**config.mk**
```make
export PLATFORM = sky130hd
export DESIGN_NAME = vfrps_top
export DESIGN_NICKNAME = d
export VERILOG_FILES = /design/src/common/vfrps_pkg.sv /design/src/common/vfrps_sync_if.sv /design/src/verilog/vfrps_sync.sv /design/src/verilog/vfrps_top.sv
export SDC_FILE = /design/constraint.sdc
export NUM_CORES = 1
export LEC_CHECK = 0
export BUFFER_PORTS_ARGS = -buffer_cell sky130_fd_sc_hd__buf_2
export CAP_MARGIN = 25
export CORE_MARGIN = 1.5
export CORE_UTILIZATION = 59
export DETAILED_ROUTE_END_ITERATION = 12
export GPL_ROUTABILITY_DRIVEN = 0
export HOLD_SLACK_MARGIN = 0.08
export PLACE_DENSITY = 0.79
export SETUP_SLACK_MARGIN = 0.4
export SYNTH_ARGS = -nofsm -noshare
export SYNTH_HDL_FRONTEND = slang
export SYNTH_SLANG_ARGS = --single-unit
```
**constraint.sdc**
```tcl
create_clock -name I_CLK -period 3 [get_ports I_CLK]
set_input_delay 0.3 -clock I_CLK [delete_from_list [all_inputs] [get_ports I_CLK]]
set_output_delay 0.3 -clock I_CLK [all_outputs]
set_load 0.05 [all_outputs]
```
**src/common/vfrps_pkg.sv**
```systemverilog
/*
 * Constants, state type and timing figures shared by the reset pulse
 * sequencer. Assumes a 100 MHz system clock that samples the external
 * converter clock as an ordinary input.
 */
// Overview of operation
// - The frequency output is an active-low pulse of fixed width and only its repetition rate follows the input.
// - Each falling edge of the output pulse is tied to a rising edge of the external clock.
// - A comparator trip arms the sequencer.
// - An armed sequencer waits for a falling and then a rising external clock edge before a reset period.
// - From that rising edge the reset-current switch stays closed for one whole external clock cycle.
// - The reset period runs from one rising external clock edge to the next.
// - The output pulse is asserted in the same reset period as the closed switch.
// - Between the trip and the reset period nothing resets the integrator.
// - At full scale the pulses come once every two external clock periods.
// - No input can push the pulse rate above half the external clock rate.
// - Without shortening a pulse lasts one clock period, and a shortened one never more.
`default_nettype none
package vfrps_pkg;
   // ********************************************************
   // Timing
   // ********************************************************
   localparam int CLK_PERIOD_NS   = 10;
   localparam int SHORT_PULSE_NS  = 1000;
   localparam int SHORT_PULSE_CYC =
      (SHORT_PULSE_NS / CLK_PERIOD_NS < 1) ? 1 :
      SHORT_PULSE_NS / CLK_PERIOD_NS;
   localparam int SHORT_CNT_W     = 8;
   localparam logic [SHORT_CNT_W-1:0] SHORT_LAST =
      SHORT_CNT_W'(SHORT_PULSE_CYC - 1);
   localparam logic [SHORT_CNT_W-1:0] SHORT_ONE  = 8'h01;
   localparam logic [SHORT_CNT_W-1:0] SHORT_ZERO = 8'h00;

   // ********************************************************
   // Synchroniser
   // ********************************************************
   localparam int SYNC_W     = 3;
   localparam int SYNC_EXT   = 0;
   localparam int SYNC_TRIP  = 1;
   localparam int SYNC_SHORT = 2;

   // ********************************************************
   // Sequencer states
   // ********************************************************
   typedef enum logic [1:0] {
      ST_IDLE,
      ST_WAIT_FALL,
      ST_WAIT_RISE,
      ST_RESET
   } vfrps_state_e;
endpackage : vfrps_pkg
`default_nettype wire

```
**src/common/vfrps_sync_if.sv**
```systemverilog
/*
 * Synchronised copies of the outside inputs, passed from the input
 * synchroniser to the sequencer core. Assumes one clock domain.
 */
`timescale 1ns/1ps
`default_nettype none
interface vfrps_sync_if;
   logic ext_clk;
   logic trip;
   logic short_en;
   modport sync (output ext_clk, output trip, output short_en);
   modport core (input ext_clk, input trip, input short_en);
endinterface : vfrps_sync_if
`default_nettype wire

```
**src/verilog/vfrps_sync.sv**
```systemverilog
/*
 * Two-flop synchroniser for the pins that reach the sequencer.
 * Assumes the pins change without regard to I_CLK.
 */
`timescale 1ns/1ps
`default_nettype none
module vfrps_sync (
   // Clock and reset
   input  wire logic                        i_clk,
   input  wire logic                        i_arst_n,
   // Raw pins
   input  wire logic [vfrps_pkg::SYNC_W-1:0] i_raw,
   // Synchronised outputs
   vfrps_sync_if.sync                       sync_out
);
   import vfrps_pkg::*;

   logic [SYNC_W-1:0] meta;
   logic [SYNC_W-1:0] stable;

   // The first stage is read by the second stage only.
   always_ff @(posedge i_clk or negedge i_arst_n) begin
      if (!i_arst_n) begin
         meta   <= '0;
         stable <= '0;
      end else begin
         meta   <= i_raw;
         stable <= meta;
      end
   end

   assign sync_out.ext_clk  = stable[SYNC_EXT];
   assign sync_out.trip     = stable[SYNC_TRIP];
   assign sync_out.short_en = stable[SYNC_SHORT];
endmodule : vfrps_sync
`default_nettype wire

```
**src/verilog/vfrps_top.sv**
```systemverilog
/*
 * Clocked sequencing logic of a charge-balance voltage-to-frequency
 * converter: waits for the comparator trip, then for a falling and a
 * rising edge of the external clock, closes the reset-current switch
 * for one external period and drives the active-low frequency output.
 * Assumes the external clock is well below 25 MHz so that the 100 MHz
 * system clock sees each of its levels for at least two cycles.
 */
`timescale 1ns/1ps
`default_nettype none
module vfrps_top (
   // System clock and reset
   input  wire logic  I_CLK,
   input  wire logic  I_ARST_N,
   // External converter clock, comparator and one-shot control pins
   input  wire logic  I_EXT_CLK,
   input  wire logic  I_COMP_TRIP,
   input  wire logic  I_SHORT_EN,
   // Reset-current switch drive
   output var  logic  O_RESET_CURRENT_SWITCH,
   // Open-collector frequency output
   output var  logic  O_PULSE_OUTPUT_FREQUENCY_N,
   output var  logic  O_PULSE_OUTPUT_FREQUENCY_OE
);
   import vfrps_pkg::*;

   // ********************************************************
   // Input synchronisation
   // ********************************************************
   vfrps_sync_if sync_bus ();

   vfrps_sync u_sync (
      .i_clk    (I_CLK),
      .i_arst_n (I_ARST_N),
      .i_raw    ({I_SHORT_EN, I_COMP_TRIP, I_EXT_CLK}),
      .sync_out (sync_bus.sync)
   );

   // ********************************************************
   // External clock edge detection
   // ********************************************************
   logic ext_prev;
   logic ext_rise;
   logic ext_fall;

   always_ff @(posedge I_CLK or negedge I_ARST_N) begin
      if (!I_ARST_N) begin
         ext_prev <= 1'b0;
      end else begin
         ext_prev <= sync_bus.ext_clk;
      end
   end

   assign ext_rise = sync_bus.ext_clk & ~ext_prev;
   assign ext_fall = ~sync_bus.ext_clk & ext_prev;

   // ********************************************************
   // Sequencer
   // ********************************************************
   vfrps_state_e state;
   vfrps_state_e next_state;

   // The trip is a level: a sequencer that has just left the reset
   // period rearms at once if the integrator is still past threshold,
   // which yields the half-rate ceiling at and above full scale.
   always_comb begin
      next_state = state;
      unique case (state)
         ST_IDLE: begin
            if (sync_bus.trip) begin
               next_state = ST_WAIT_FALL;
            end
         end
         ST_WAIT_FALL: begin
            if (ext_fall) begin
               next_state = ST_WAIT_RISE;
            end
         end
         ST_WAIT_RISE: begin
            if (ext_rise) begin
               next_state = ST_RESET;
            end
         end
         ST_RESET: begin
            if (ext_rise) begin
               next_state = ST_IDLE;
            end
         end
      endcase
   end

   always_ff @(posedge I_CLK or negedge I_ARST_N) begin
      if (!I_ARST_N) begin
         state <= ST_IDLE;
      end else begin
         state <= next_state;
      end
   end

   // ********************************************************
   // Reset-current switch
   // ********************************************************
   logic switch_closed;

   // Integration goes on untouched until the switch closes.
   always_ff @(posedge I_CLK or negedge I_ARST_N) begin
      if (!I_ARST_N) begin
         switch_closed <= 1'b0;
      end else begin
         switch_closed <= (next_state == ST_RESET);
      end
   end

   assign O_RESET_CURRENT_SWITCH = switch_closed;

   // ********************************************************
   // Output pulse and one-shot
   // ********************************************************
   logic                   pulse_on;
   logic                   pulse_n;
   logic [SHORT_CNT_W-1:0] pulse_cnt;
   logic                   start_reset;
   logic                   short_done;

   assign start_reset = (state == ST_WAIT_RISE) && ext_rise;
   assign short_done  = sync_bus.short_en && (pulse_cnt == SHORT_LAST);

   // The one-shot can only cut the pulse short; the end of the reset
   // period always ends it, so it never outlasts one clock period.
   always_ff @(posedge I_CLK or negedge I_ARST_N) begin
      if (!I_ARST_N) begin
         pulse_on <= 1'b0;
         pulse_n  <= 1'b1;
      end else if (start_reset) begin
         pulse_on <= 1'b1;
         pulse_n  <= 1'b0;
      end else if (next_state != ST_RESET || short_done) begin
         pulse_on <= 1'b0;
         pulse_n  <= 1'b1;
      end
   end

   always_ff @(posedge I_CLK or negedge I_ARST_N) begin
      if (!I_ARST_N) begin
         pulse_cnt <= SHORT_ZERO;
      end else if (start_reset) begin
         pulse_cnt <= SHORT_ZERO;
      end else if (pulse_on && pulse_cnt != SHORT_LAST) begin
         pulse_cnt <= pulse_cnt + SHORT_ONE;
      end
   end

   assign O_PULSE_OUTPUT_FREQUENCY_N  = pulse_n;
   assign O_PULSE_OUTPUT_FREQUENCY_OE = pulse_on;

   // ********************************************************
   // Checks
   // ********************************************************
   logic fall_since_reset;

   always_ff @(posedge I_CLK or negedge I_ARST_N) begin
      if (!I_ARST_N) begin
         fall_since_reset <= 1'b1;
      end else if (switch_closed) begin
         fall_since_reset <= 1'b0;
      end else if (ext_fall) begin
         fall_since_reset <= 1'b1;
      end
   end
endmodule : vfrps_top
`default_nettype wire

```
==> metrics.yaml <==
run_status:
  status: "finished clean"
pwr:
  powerDensity_nw_per_um2: 673.7
  pwr-share-comb_pct: 21.9
  vdd_drop_max_mv: 0.3471
  switching_share_pct: 34.25
  power_frac_clock_pct: 20.3
  power.internal_mw: 0.4168
  leakagePower_nw: 0.4428
  power_switching_mw: 0.2171
  pwr-share-seq_pct: 57.8
clock_tree:
  worstSkewPairLatency_ps: 300
  clock_tree.root_cell: "clkbuf_4"
  clk_path_buf_depth: 2
  post-cts-setup-buffers: 0
  cts.sinks: 20
  cts_made_buffers: 3
  tritoncts: "yes"
  cts-htree-levels: 1
  clk_pin_slew_ps: 110
detailed_routing:
  wl_per_cell_um: 13.98
  drtIter0Drc: 10
  finalWirelength_um: 1384
  dr.pass1.iters: 4
  ant_nets: 0
  via_count: 608
  vias_per_cell: 6.141
  drc_errors: 0
sta:
  finClkSkew_ps: 10.44
  setup_viol: 0
  fin_crit_sh_pct: 48.59
  finalCriticalPeriod_ps: 1458
  finalSetupTns_ps: 0
  hold_viol_final: 0
  slew-limit-headroom_pct: 71.21
  fmax_mhz: 686.1
  max_slew.worst_pin.slew_ps: 431.9
  holdWs_ps: 94.56
  slew_viol_final: 0
  rsz0062_at_grt: "false"
worst_setup_path:
  criticalPathCategory: "reg2reg"
  worst_ep_arrival_time_ps: 1660
  worst-path-max-fanout: 6
  reg2reg_depth: 4
  required_ps: 3200
  startpoint_type: "register"
  crit_path_end_kind: "register"
floorplanning:
  die-area_sq_um: 1697
  die_h_um: 41.20
  initial_core_util_pct: 64.54
  core_area_sq_um: 1334
  rows: 13
  die_x_um: 41.20
  num_io_pins: 8
final_layout:
  drive_gt1_share_pct: 21.43
  final_cell_area_sq_um: 940.9
  fill_cells: 100
  fin_nets: 91
  mostFrequentLayoutCells: "19 x dfrtp_1, 8 x nand2_1, 7 x buf_2"
  antenna_cells: 0
  mostFrequentLayoutCell: "dfrtp_1"
  area_delta_synth_final_pct: 9.302
placement:
  port_buffers: 7
  place_area_sq_um: 904.6
  hpwl_um: 946.4
global_route:
  grt_max_degree: 21
  grt_pass1_vias: 506
  track_usage_pct: 21.03
  antenna_found_initial: 0
  grt_pass1_wl_um: 2180
  grt-ovfl-total: 0
yosys:
  synth_top_cell_area_share_pct: 55.23
  yosys-top-cells-area: "dfrtp_1 55%, nand2_1 3.5%, dfstp_2 3.1%, a21oi_2 3.1%, xor2_1 3.1%"
  netlist_instances: 74
  synth_top_cell_by_area: "dfrtp_1"
  syn_area_sq_um: 860.8
  avgSynthCellArea_sq_um: 11.63
  synth-seq-area-share_pct: 58.28
  synth_warnings: 0
  synth_seq_cells: 20
  synth_nets: 80
  synth_cell_type_count: 31
run:
  max-cap-violations: 0
worst_hold_path:
  hp-class: "in2reg"
  hold_path_depth: 1
[worst max-delay path: stages, from the launching register on]
cell	delay, ps
dfrtp_1	450
ha_1	240
and4b_1	260
nand3_1	110
a41o_2	300
[final cells by class]
cell class	count	area, sq um	area share, %
sequential	20	501.7	53.32
multi-input combinational	50	341.6	36.30
timing repair buffer	8	45.04	4.787
clock buffer	4	26.28	2.793
tap	15	18.77	1.995
inverter	2	7.507	0.7979
[power by group through the flow]
stage	Clock (mW)	Sequential [mW]	Combinational [mW]
final	0.128	0.366	0.139
after detailed placement	0	0.369	0.139
after CTS	0.135	0.364	0.140
after global placement	0	0.364	0.132
after global routing	0.143	0.374	0.154
after floorplan	0	0.379	0.0901
[cell families (layout without fill, tap and decap cells)]
family | after synthesis | in the layout | synth area share, %
adders and majority gates | 1 | 1 | 1.453
and+or+nand+nor | 28 | 28 | 19.33
xor gates and xnor gates | 3 | 3 | 3.053
DFF | 20 | 20 | 58.29
muxes | 2 | 2 | 2.326
buffers and inverters | 4 | 14 | 2.035
AOI/OAI and AO/OA | 16 | 16 | 13.52
[Yosys cell counts]
| master | number |
|---|---|
| a211o_1 | 1 |
| a211oi_1 | 1 |
| a21boi_2 | 1 |
| a21o_1 | 1 |
| a21oi_1 | 4 |
| a21oi_2 | 3 |
| a41o_2 | 1 |
| a41oi_1 | 1 |
| and2_1 | 1 |
| and3b_1 | 1 |
| and4b_1 | 1 |
| buf_2 | 2 |
| dfrtp_1 | 19 |
| dfstp_2 | 1 |
| ha_1 | 1 |
| inv_1 | 2 |
| mux2i_1 | 2 |
| nand2_1 | 8 |
| nand2b_1 | 1 |
| nand3_1 | 1 |
| nand4_1 | 3 |
| nand4_2 | 1 |
| nand4bb_1 | 1 |
| nor2_1 | 3 |
| nor2b_1 | 1 |
| nor2b_2 | 1 |
| nor3_1 | 1 |
| nor3b_1 | 1 |
| o21ai_0 | 3 |
| or3_1 | 3 |
| xor2_1 | 3 |
[stage by stage]
| step | instances | utilization, % | power (mW) | setup WS, ps |
|---|---|---|---|---|
| 2_1_floorplan | 74 | - | 0.4689 | 1537 |
| 3_3_place_gp | 94 | 67.82 | 0.4959 | 1635 |
| 3_5_place_dp | 94 | 67.82 | 0.5074 | 1568 |
| 4_1_cts | 99 | 70.54 | 0.6389 | 1552 |
| 5_1_grt | 99 | 70.54 | 0.6700 | 1472 |
| 6_report | 99 | 70.54 | 0.6339 | 1542 |
[registers in the layout (all words and copies together), names as in the netlist]
signal                       cells
u_sync.meta                      3
ext_prev                         1
state                            2
O_RESET_CURRENT_SWITCH           1
O_PULSE_OUTPUT_FREQUENCY_OE      1
u_sync.stable                    3
O_PULSE_OUTPUT_FREQUENCY_N       1
pulse_cnt                        8
[timing repair]
item,in CTS,in global routing
setup endpoints to repair,0,0
hold endpoints to repair,19,0
hold buffers,1,0
gates resized for setup,0,0
[per-layer routing]
layer / vias to the layer above / wire length, um / share of wire [%] / global-route usage, %
li1: 285 / - / - / -
met1: 302 / 626 / 45 / 24.82
met2: 14 / 680 / 49 / 33.59
met3: 7 / 45 / 3.3 / 4.891
met4: 0 / 32 / 2.3 / 14.52
met5: - / 0 / 0 / 0
[path summary, 6_finish.rpt]
check	startpoint	slack, ps	endpoint
setup / recovery	pulse_cnt[0]	1540	O_PULSE_OUTPUT_FREQUENCY_OE
hold / removal	I_EXT_CLK	90	u_sync.meta[0]
setup reg to reg	pulse_cnt[0]	1540	O_PULSE_OUTPUT_FREQUENCY_OE
hold reg to reg	u_sync.meta[1]	370	u_sync.stable[1]
max in group asynchronous	I_ARST_N	2200	O_PULSE_OUTPUT_FREQUENCY_N
min in group asynchronous	I_ARST_N	460	O_PULSE_OUTPUT_FREQUENCY_OE
Note: power is estimated with default switching activity, not from simulation.
